<file path="src/dmg_pkg.sv">
// constants and types shared by the debug mode and command gate
// How it works
// in debug state core fetch is held idle unless directed execution runs
// in debug state clock and enabled peripherals keep running unless in stop
// entering or being in debug state wakes the core from halt
// in debug state the watchdog is refreshed every cycle when enabled
// the breakpoint opcode enters debug state when breakpoints are enabled
// debug pin low at reset end puts large packages straight into debug
// host keeps debug pin low 5000 more cycles so no auto-baud is seen
// with breakpoints disabled the breakpoint opcode acts as a no-operation
// the breakpoint opcode is byte 00H, a fully programmed flash byte
// host removes a breakpoint by erasing and reprogramming its flash page
// a 16-bit runtime counter counts system clock cycles
// counter runs from debug exit, stops on debug entry or at FFFFH
// outside debug only some commands run; in debug all but protected
// read protection refuses commands that would expose program memory
// 00H revision, 01H reserved, 02H status, 03H counter, 04H/05H control
// revision, status, control commands work outside debug; counter only in
// under read protection a control write cannot clear the debug state flag
// reserved and undefined command bytes are ignored with no answer
// counter read answers two bytes, high byte first, count unchanged
package dmg_pkg;
  // register byte offsets on the bus
  localparam logic [7:0] ctrl_offset = 8'h00;
  localparam logic [7:0] status_offset = 8'h04;
  localparam logic [7:0] runtime_offset = 8'h08;
  localparam logic [7:0] revision_offset = 8'h0c;
  // control and status field positions
  localparam int ctrl_debug_bit = 0;
  localparam int ctrl_brk_en_bit = 1;
  localparam int stat_debug_bit = 0;
  localparam int stat_halt_bit = 1;
  localparam int stat_stop_bit = 2;
  localparam int stat_frp_bit = 3;
  // reset values and the runtime counter limit
  localparam logic ctrl_debug_reset = 1'b0;
  localparam logic ctrl_brk_en_reset = 1'b0;
  localparam logic [15:0] runtime_reset = 16'h0000;
  localparam logic [15:0] runtime_max = 16'hffff;
  // revision code is arbitrary
  localparam logic [7:0] revision_code = 8'h01;
  // opcodes and command bytes
  localparam logic [7:0] brk_opcode = 8'h00;
  localparam logic [7:0] cmd_rd_rev = 8'h00;
  localparam logic [7:0] cmd_reserved = 8'h01;
  localparam logic [7:0] cmd_rd_stat = 8'h02;
  localparam logic [7:0] cmd_rd_runtime = 8'h03;
  localparam logic [7:0] cmd_wr_ctrl = 8'h04;
  localparam logic [7:0] cmd_rd_ctrl = 8'h05;
  // host hold time of the debug pin after reset, host side only
  localparam int pin_hold_cycles = 5000;
  typedef enum logic [1:0] {
    rsp_idle = 2'b01,
    rsp_low = 2'b10
  } dmg_rsp_type;
endpackage : dmg_pkg

</file>
<file path="src/dmg_gate.sv">
// debug state control, runtime counter and command gate with AHB-Lite slave
//
// The AHB-Lite register port and the placing of the registers are this design's own decisions.
`timescale 1ns/100ps
`default_nettype none
module dmg_gate
  import dmg_pkg::*;
(
  // clock and reset
  input wire logic hclk,
  input wire logic hresetn,
  // ahb-lite slave
  input wire logic hsel,
  input wire logic [31:0] haddr,
  input wire logic [1:0] htrans,
  input wire logic hwrite,
  input wire logic [2:0] hsize,
  input wire logic [31:0] hwdata,
  input wire logic hready,
  output logic hreadyout,
  output logic hresp,
  output logic [31:0] hrdata,
  // pins and straps
  input wire logic debug_pin,
  input wire logic large_package,
  input wire logic flash_read_protect_option,
  // core side
  input wire logic opcode_exec,
  input wire logic [7:0] opcode_byte,
  input wire logic directed_exec,
  input wire logic halt_mode,
  input wire logic stop_mode,
  input wire logic wdt_enabled,
  output logic fetch_halt,
  output logic periph_run,
  output logic halt_exit,
  output logic wdt_refresh,
  output logic brk_as_nop,
  output logic debug_state_flag,
  // command bytes from the serial link framing
  input wire logic cmd_valid,
  input wire logic [7:0] cmd_byte,
  input wire logic [7:0] cmd_data,
  output logic rsp_valid,
  output logic [7:0] rsp_byte
);

  // true when the command may run in the present state
  function automatic logic cmd_allowed(input logic [7:0] cmd,
                                       input logic dbg);
    case (cmd)
      cmd_rd_rev, cmd_rd_stat, cmd_wr_ctrl, cmd_rd_ctrl: cmd_allowed = 1'b1;
      cmd_rd_runtime: cmd_allowed = dbg;
      default: cmd_allowed = 1'b0;
    endcase
  endfunction : cmd_allowed

  // word index of a mapped register, 2'b00..2'b11, plus hit flag
  function automatic logic [2:0] reg_decode(input logic [31:0] addr);
    case (addr[7:0])
      ctrl_offset: reg_decode = 3'b100;
      status_offset: reg_decode = 3'b101;
      runtime_offset: reg_decode = 3'b110;
      revision_offset: reg_decode = 3'b111;
      default: reg_decode = 3'b000;
    endcase
    if (addr[31:8] != 24'h00_0000) begin
      reg_decode = 3'b000;
    end
  endfunction : reg_decode

  logic pin_meta_reg;
  logic pin_sync_reg;
  logic first_cycle_reg;
  logic brk_en_reg;
  logic debug_reg;
  logic debug_next;
  logic [15:0] runtime_reg;
  logic wr_pend_reg;
  logic [2:0] wr_sel_reg;
  logic [7:0] status_byte;
  logic [7:0] ctrl_byte;
  logic brk_hit;
  logic ahb_go;
  logic cmd_ok;
  dmg_rsp_type rsp_state_reg;
  logic [7:0] rsp_low_reg;

  assign brk_hit = opcode_exec && (opcode_byte == brk_opcode);
  assign ahb_go = hsel && htrans[1] && hready;
  assign cmd_ok = cmd_valid && cmd_allowed(cmd_byte, debug_reg);

  always_comb begin
    status_byte = 8'h00;
    status_byte[stat_debug_bit] = debug_reg;
    status_byte[stat_halt_bit] = halt_mode;
    status_byte[stat_stop_bit] = stop_mode;
    status_byte[stat_frp_bit] = flash_read_protect_option;
    ctrl_byte = 8'h00;
    ctrl_byte[ctrl_debug_bit] = debug_reg;
    ctrl_byte[ctrl_brk_en_bit] = brk_en_reg;
  end

  // debug pin is asynchronous: two flops before use
  // no reset here, so the strap is already sampled when reset lifts
  always_ff @(posedge hclk) begin
    pin_meta_reg <= debug_pin;
    pin_sync_reg <= pin_meta_reg;
  end

  // marks the first edge after release, where the strap is sampled
  always_ff @(posedge hclk or negedge hresetn) begin
    if (!hresetn) begin
      first_cycle_reg <= 1'b1;
    end else begin
      first_cycle_reg <= 1'b0;
    end
  end

  // debug flag: hardware entry wins over any clear in the same cycle
  always_comb begin
    debug_next = debug_reg;
    if (wr_pend_reg && wr_sel_reg == 3'b100) begin
      debug_next = hwdata[ctrl_debug_bit];
    end else if (cmd_ok && cmd_byte == cmd_wr_ctrl) begin
      debug_next = cmd_data[ctrl_debug_bit];
    end
    if (flash_read_protect_option && debug_reg) begin
      debug_next = 1'b1;
    end
    if (brk_hit && brk_en_reg) begin
      debug_next = 1'b1;
    end
    if (first_cycle_reg && large_package && !pin_sync_reg) begin
      debug_next = 1'b1;
    end
  end

  always_ff @(posedge hclk or negedge hresetn) begin
    if (!hresetn) begin
      debug_reg <= ctrl_debug_reset;
    end else begin
      debug_reg <= debug_next;
    end
  end

  // breakpoint enable, written by bus or by the control write command
  always_ff @(posedge hclk or negedge hresetn) begin
    if (!hresetn) begin
      brk_en_reg <= ctrl_brk_en_reset;
    end else if (wr_pend_reg && wr_sel_reg == 3'b100) begin
      brk_en_reg <= hwdata[ctrl_brk_en_bit];
    end else if (cmd_ok && cmd_byte == cmd_wr_ctrl) begin
      brk_en_reg <= cmd_data[ctrl_brk_en_bit];
    end
  end

  // runtime counter restarts at debug exit and saturates
  always_ff @(posedge hclk or negedge hresetn) begin
    if (!hresetn) begin
      runtime_reg <= runtime_reset;
    end else if (debug_reg && !debug_next) begin
      runtime_reg <= runtime_reset;
    end else if (!debug_reg && runtime_reg != runtime_max) begin
      runtime_reg <= runtime_reg + 16'h0001;
    end
  end

  // core side controls, all registered
  always_ff @(posedge hclk or negedge hresetn) begin
    if (!hresetn) begin
      fetch_halt <= 1'b0;
      periph_run <= 1'b1;
      halt_exit <= 1'b0;
      wdt_refresh <= 1'b0;
      brk_as_nop <= 1'b0;
      debug_state_flag <= 1'b0;
    end else begin
      fetch_halt <= debug_next && !directed_exec;
      periph_run <= !stop_mode;
      halt_exit <= debug_next && halt_mode;
      wdt_refresh <= debug_next && wdt_enabled;
      brk_as_nop <= brk_hit && !brk_en_reg;
      debug_state_flag <= debug_next;
    end
  end

  // command answers; the counter read takes two cycles
  always_ff @(posedge hclk or negedge hresetn) begin
    if (!hresetn) begin
      rsp_state_reg <= rsp_idle;
      rsp_valid <= 1'b0;
      rsp_byte <= 8'h00;
      rsp_low_reg <= 8'h00;
    end else begin
      rsp_valid <= 1'b0;
      case (rsp_state_reg)
        rsp_idle: begin
          if (cmd_ok) begin
            rsp_valid <= (cmd_byte != cmd_wr_ctrl);
            case (cmd_byte)
              cmd_rd_rev: rsp_byte <= revision_code;
              cmd_rd_stat: rsp_byte <= status_byte;
              cmd_rd_ctrl: rsp_byte <= ctrl_byte;
              cmd_rd_runtime: begin
                rsp_byte <= runtime_reg[15:8];
                rsp_low_reg <= runtime_reg[7:0];
                rsp_state_reg <= rsp_low;
              end
              default: rsp_byte <= rsp_byte;
            endcase
          end
        end
        rsp_low: begin
          rsp_valid <= 1'b1;
          rsp_byte <= rsp_low_reg;
          rsp_state_reg <= rsp_idle;
        end
        default: rsp_state_reg <= rsp_idle;
      endcase
    end
  end

  // ahb-lite slave: zero wait, always okay
  always_ff @(posedge hclk or negedge hresetn) begin
    if (!hresetn) begin
      wr_pend_reg <= 1'b0;
      wr_sel_reg <= 3'b000;
      hrdata <= 32'h0000_0000;
      hreadyout <= 1'b1;
      hresp <= 1'b0;
    end else begin
      hreadyout <= 1'b1;
      hresp <= 1'b0;
      wr_pend_reg <= ahb_go && hwrite;
      wr_sel_reg <= reg_decode(haddr);
      if (ahb_go && !hwrite) begin
        case (reg_decode(haddr))
          3'b100: hrdata <= {24'h00_0000, ctrl_byte};
          3'b101: hrdata <= {24'h00_0000, status_byte};
          3'b110: hrdata <= {16'h0000, runtime_reg};
          3'b111: hrdata <= {24'h00_0000, revision_code};
          default: hrdata <= 32'h0000_0000;
        endcase
      end
    end
  end
endmodule : dmg_gate
`default_nettype wire

</file>
<file path="config.mk">
export PLATFORM = sky130hd
export DESIGN_NAME = dmg_gate
export DESIGN_NICKNAME = d
export VERILOG_FILES = /design/src/dmg_pkg.sv /design/src/dmg_gate.sv
export SDC_FILE = /design/constraint.sdc
export NUM_CORES = 1
export LEC_CHECK = 0
export BUFFER_PORTS_ARGS = -buffer_cell sky130_fd_sc_hd__buf_2
export CORE_MARGIN = 5
export CORE_UTILIZATION = 38
export DETAILED_ROUTE_END_ITERATION = 8
export PLACE_DENSITY = 0.63
export SLEW_MARGIN = 30
export SYNTH_ARGS = -nofsm -noshare
export SYNTH_HDL_FRONTEND = slang
export SYNTH_SLANG_ARGS = --single-unit
</file>
<file path="constraint.sdc">
create_clock -name hclk -period 2.53 [get_ports hclk]
set_input_delay 0.253 -clock hclk [delete_from_list [all_inputs] [get_ports hclk]]
set_output_delay 0.253 -clock hclk [all_outputs]
set_load 0.01 [all_outputs]
</file>
=== Yosys cells after proc, flatten, opt, wreduce, memory -nomap -nowiden ===
Index checks and enable logic that the tools add are counted.

* Flip-flop bits (word level): 81
* Input bits: 107
* Logic and storage cells: 96

* Add/subtract/negate cells: 1
* Equal/unequal tests: 19
* Mux-type cells: 22
* Reduce and logical (&&, ||, !) cells: 36

{| class="wikitable"
|+ Operator list
! kind !! number
|-
| one-hot mux 16 bit (4 select lines) || 1
|-
| 2-to-1 mux 16 bit || 2
|-
| one-hot mux 8 bit (4 select lines) || 1
|-
| equality test 8 x 3 -> 1 bit, second input constant || 3
|-
| zero test 8 bit || 3
|-
| nonzero test 24 bit || 1
|-
| logical AND 1 bit || 18
|-
| adder 16 x 1 -> 16 bit, second input constant || 1
|-
| equality test 8 x 2 -> 1 bit, second input constant || 2
|-
| equality test 8 x 4 -> 1 bit, second input constant || 2
|-
| != test 16 bit, second input constant || 1
|-
| one-hot mux 8 bit (2 select lines) || 1
|-
| equality test 3 bit, second input constant || 5
|-
| one-hot mux 3 bit (4 select lines) || 1
|-
| 2-to-1 mux 1 bit || 8
|-
| 2-to-1 mux 8 bit || 1
|-
| != test 8 x 3 -> 1 bit, second input constant || 1
|-
| zero test 1 bit || 7
|-
| 2-to-1 mux 2 bit || 3
|-
| 2-to-1 mux 3 bit || 2
|-
| AND reduction 3 bit || 2
|-
| nonzero test 2 bit || 3
|-
| != test 5 x 1 -> 1 bit, second input constant || 1
|-
| one-hot mux 1 bit (2 select lines) || 2
|-
| other kinds (6) || 6
|}

=== Depth between registers and ports, before layout ===
* Word-level depth: 13
* Mapped depth: 7

=== Least setup slack after synthesis ===
Ideal clock, no wire load.

* Kind: register to register
* Start point: register runtime_reg[0]
* End point: register runtime_reg[10]
* Data arrival time: 1.783 ns
* Data required time: 2.453 ns
* Setup slack: 0.670 ns
* Stages on the path, launching flop included: 7
* Clock period less this slack: 1.860 ns
* Cells stage by stage: dfrtp_1 -> ha_1 -> and4b_1 -> or3b_1 -> clkbuf_1 -> or3_1 -> a21oi_1

* Longest elaborated chain between the ends: 3
* Elaborated cells on any way between the ends: 6

{| class="wikitable"
|+ RTL lines
! what !! line !! RTL
|-
| from (decl) || dmg_gate.sv:78 || <nowiki>logic [15:0] runtime_reg;</nowiki>
|-
| from (signal assigned) || dmg_gate.sv:161 || <nowiki>runtime_reg <= runtime_reset;</nowiki>
|-
| from (signal assigned) || dmg_gate.sv:163 || <nowiki>runtime_reg <= runtime_reset;</nowiki>
|-
| from (signal assigned) || dmg_gate.sv:165 || <nowiki>runtime_reg <= runtime_reg + 16'h0001;</nowiki>
|-
| adder 16 x 1 -> 16 bit / != test 16 bit (equally long branches) || dmg_gate.sv:165, dmg_gate.sv:164 ||
|-
| 2-to-1 mux 16 bit / logical AND 1 bit (equally long branches) || dmg_gate.sv:164 || <nowiki>end else if (!debug_reg && runtime_reg != runtime_max) begin</nowiki>
|-
| 2-to-1 mux 16 bit / nonzero test 2 bit (equally long branches) || -- ||
|}

Several ways; a longest one is shown, not always the timed one. The select of a mux whose other input is x is not followed.
A chain may end at the register's enable or synchronous reset.

=== Final worst setup path ===
Same ends and word-level chain as after synthesis.

==> Implementation_results.wiki <==
{| class="wikitable"
! Metric !! Value
|-
| TritonCTS clock tree || built
|-
| Sum of overflow across all layers after global routing || 0
|-
| Power density normalized to cell area || 556 mW/mm2
|-
| Maximum number of pins on one net before global-route repair || 35
|-
| Initial standard-cell utilization of the core || 38.9%
|-
| Inst Count DP || 537
|-
| Number of buffers created by CTS || 9
|-
| Worst-Margin Slew || 0.833 ns
|-
| Routed Antenna Nets || 0
|-
| Startpoint Class || flop
|-
| Fin nets || 551
|-
| Largest delay contributor family on the critical path || simple AND/OR/NAND/NOR gates
|-
| Wirelength per Cell || 15.4 um
|-
| Cell Chain, Critical Path || ha_1, and4b_1, or3b_1, or3_1, a21oi_1
|-
| Post-synthesis share of cell area spent on xor and xnor gates || 0.259%
|-
| Final std cells w/o fill || 554
|-
| Met1 usage || 19.3%
|-
| P&R area growth vs syn || 20.8%
|-
| Clock slew seen by the registers of the worst setup and hold paths || 0.07 ns
|-
| Most used DFF post-synth || sky130_fd_sc_hd__dfrtp_1
|-
| Violation count after the first detailed-route iteration || 110
|-
| Total Neg Setup Slack || 0 ns
|-
| Vias || 2,888
|-
| Leakage || 2.02 nW
|-
| Maximum level of the CTS H-tree || 3
|-
| Leading cell type in the layout, fill and taps excluded || sky130_fd_sc_hd__buf_2
|-
| Horiz. Die Dim || 104 um
|-
| Dominant combinational cell family by area after synthesis || simple AND/OR/NAND/NOR gates
|-
| Part of the Yosys area used for sequential elements || 47.9%
|-
| Worst slack on hold paths || 0.000963 ns
|-
| Input/output buffers || 97
|-
| Ant diodes || 0
|-
| Cell variety after synth || 54
|-
| DRC || 0
|-
| Compound-Gate Fraction of Synth Area || 15.6%
|-
| Via count of the first global-routing pass || 2,933
|-
| Crit path time final || 2.03 ns
|-
| Period utilization || 80.1%
|-
| Post-CTS Hold Buffers || 1
|-
| Post-synth EDFFs || 0
|-
| Detailed-routing iteration count for the pre-antenna-repair pass || 4
|-
| GRT Util Overall || 15.9%
|-
| Buffer and inverter count on the worst path || 0
|-
| Share of async-settable or async-resettable flops after synthesis || 96.9%
|-
| Critical path capture point type || flop
|-
| Global route hottest layer || met2
|-
| F_max || 494 MHz
|-
| Largest voltage drop on the vdd net || 0.241 mV
|-
| Worst-skew pair later-pin latency || 0.33 ns
|-
| Required time at the endpoint of the critical path || 2.79 ns
|-
| Status || finished, final reports clean
|-
| Vertical die dimension || 104 um
|-
| Worst-path maximum fanout || 7
|-
| Cell type of the slowest stage on the worst timing path || sky130_fd_sc_hd__dfrtp_1
|-
| Met3 Resource Use GR || 3.97%
|-
| Power Total || 2.27 mW
|-
| Floorplan row count || 34
|-
| Category of the most critical setup path || reg -> reg
|-
| Routed Wire Length || 8510 um
|-
| Ratio of cells with drive above 1 in the final layout || 32.7%
|-
| Commonest cells after routing, fill and taps aside || sky130_fd_sc_hd__buf_2 (97), sky130_fd_sc_hd__dfrtp_1 (60), sky130_fd_sc_hd__nand2_1 (40), sky130_fd_sc_hd__conb_1 (19), sky130_fd_sc_hd__o31ai_1 (17)
|-
| Synthesized netlist cell count || 341
|-
| Clock tree root buffer cell || sky130_fd_sc_hd__clkbuf_8
|-
| Hold violation count in the final report || 0
|-
| Maximum root-to-sink buffer count || 2
|-
| Via count normalized by instance count || 5.21
|-
| Relative slew slack || 44.4%
|-
| Arrival time reported for the critical path endpoint || 2.28 ns
|-
| Unrepaired setup endpoints after global routing || false
|-
| Type of the most critical hold path || in -> async
|-
| Number of ports placed on the die boundary || 156
|-
| Finish-stage setup viols || 0
|-
| Number of storage elements in the synthesis netlist || 65
|-
| Simple logic cell fraction of the synthesized area || 21.3%
|-
| Synth Area in Adders || 1.11%
|-
| Number of clock sinks || 65
|-
| First-pass GRT wire length || 14,300 um
|-
| Number of antenna violations at the first check in global routing || 0
|-
| Placeable core area || 0.00868 mm2
|-
| Number of max-slew violations in the final report || 0
|-
| Resize count post-CTS || 0
|-
| Overall die area || 0.0109 mm2
|-
| Slowest stage delay, CP || 0.46 ns
|-
| Final weighted congestion in routability-driven placement || 0.840
|-
| GR met2 Demand/Resource || 27.0%
|-
| Warnings from Yosys || 0
|-
| Synth Area per Inst || 9.91 um2
|-
| Netlist Area Pre-Place || 0.00338 mm2
|-
| Detailed placer's ending HPWL || 6670 um
|-
| Mux contribution to synthesized area || 6.52%
|-
| Worst clock skew on the final layout || 0.0103 ns
|-
| MaxCap Viol Count || 0
|-
| Buffer count from post-CTS setup fixing || 0
|}
-- logic make-up after synthesis --
| kind of cell | count (synthesis) |
|---|---|
| buffers and inverters | 44 |
| AND/OR/NAND/NOR | 129 |
| multiplexers | 20 |
| other | 2 |
| adder cells (fa/ha/maj) | 3 |
| XOR/XNOR | 1 |
| flip-flops | 65 |
| AO/OA/AOI/OAI | 77 |
-- worst paths after layout --
kind	startpoint	cells after the start	to	slack, ns
worst max-delay path	runtime_reg[0]	5	runtime_reg[10]	0.50
worst min-delay path	hresetn	1	rsp_byte[6]	0.001
worst max register to register	runtime_reg[0]	5	runtime_reg[10]	0.50
worst min register to register	pin_meta_reg	0	pin_sync_reg	0.33
max in group asynchronous	hresetn	2	rsp_state_reg[0]	1.75
min in group hclk	stop_mode	2	periph_run	0.06
-- synth_stat cells (4+ instances only) --
cell type | count | area, um2
sky130_fd_sc_hd__a211oi_1 | 4 | 30.0
sky130_fd_sc_hd__a21boi_0 | 4 | 30.0
sky130_fd_sc_hd__a21oi_1 | 14 | 70.1
sky130_fd_sc_hd__a22o_1 | 4 | 35.0
sky130_fd_sc_hd__buf_4 | 18 | 135
sky130_fd_sc_hd__clkbuf_1 | 8 | 30.0
sky130_fd_sc_hd__dfrtp_1 | 60 | 1500
sky130_fd_sc_hd__inv_1 | 15 | 56.3
sky130_fd_sc_hd__mux2_2 | 16 | 180
sky130_fd_sc_hd__mux2i_1 | 4 | 40.0
sky130_fd_sc_hd__nand2_1 | 40 | 150
sky130_fd_sc_hd__nand3_1 | 7 | 35.0
sky130_fd_sc_hd__nand4_1 | 5 | 31.3
sky130_fd_sc_hd__nand4_2 | 4 | 50.1
sky130_fd_sc_hd__nor2_1 | 13 | 48.8
sky130_fd_sc_hd__nor2b_1 | 8 | 50.1
sky130_fd_sc_hd__nor3_1 | 8 | 40.0
sky130_fd_sc_hd__nor4_1 | 11 | 68.8
sky130_fd_sc_hd__o21ai_0 | 14 | 70.1
sky130_fd_sc_hd__o22ai_1 | 4 | 25.0
sky130_fd_sc_hd__o31ai_1 | 17 | 128
sky130_fd_sc_hd__or3_1 | 8 | 50.1
sky130_fd_sc_hd__or4_1 | 6 | 45.0
-- area by class of cell --
class | instances | area, um2
Multi-Input combinational cell | 249 | 1590
Fill cell | 859 | 4600
Timing Repair Buffer | 101 | 518
Clock inverter | 3 | 17.5
Clock buffer | 13 | 149
Inverter | 15 | 56.3
Tap cell | 108 | 135
Sequential cell | 65 | 1620
-- report_power, final --
group          switching (mW)  internal [mW]  total (mW)
logic                   0.211          0.147       0.358
registers              0.0579           1.09        1.15
clock network           0.383          0.380       0.764
total                   0.653           1.62        2.27
-- layer usage --
| metal | routed length (um) | vias to the layer above |
|---|---|---|
| li1 | - | 1408 |
| met1 | 3620 | 1375 |
| met2 | 4190 | 96 |
| met3 | 581 | 9 |
| met4 | 120 | 0 |
| met5 | 0 | - |
-- worst reg2reg max path, cell delays in order, from the launching register on --
cell and delay, ns:
sky130_fd_sc_hd__dfrtp_1 0.46, sky130_fd_sc_hd__ha_1 0.27, sky130_fd_sc_hd__and4b_1 0.26, sky130_fd_sc_hd__or3b_1 0.45
sky130_fd_sc_hd__or3_1 0.38, sky130_fd_sc_hd__a21oi_1 0.14
-- through the flow --
stage	util (%)	setup WS [ns]	area (um2)
2_1_floorplan	-	0.670	3440
3_3_place_gp	45.0	0.527	3910
3_5_place_dp	45.0	0.505	3910
4_1_cts	47.0	0.509	4080
5_1_grt	47.0	0.417	4080
6_report	47.0	0.505	4080
(Power assumes the default switching activity.)
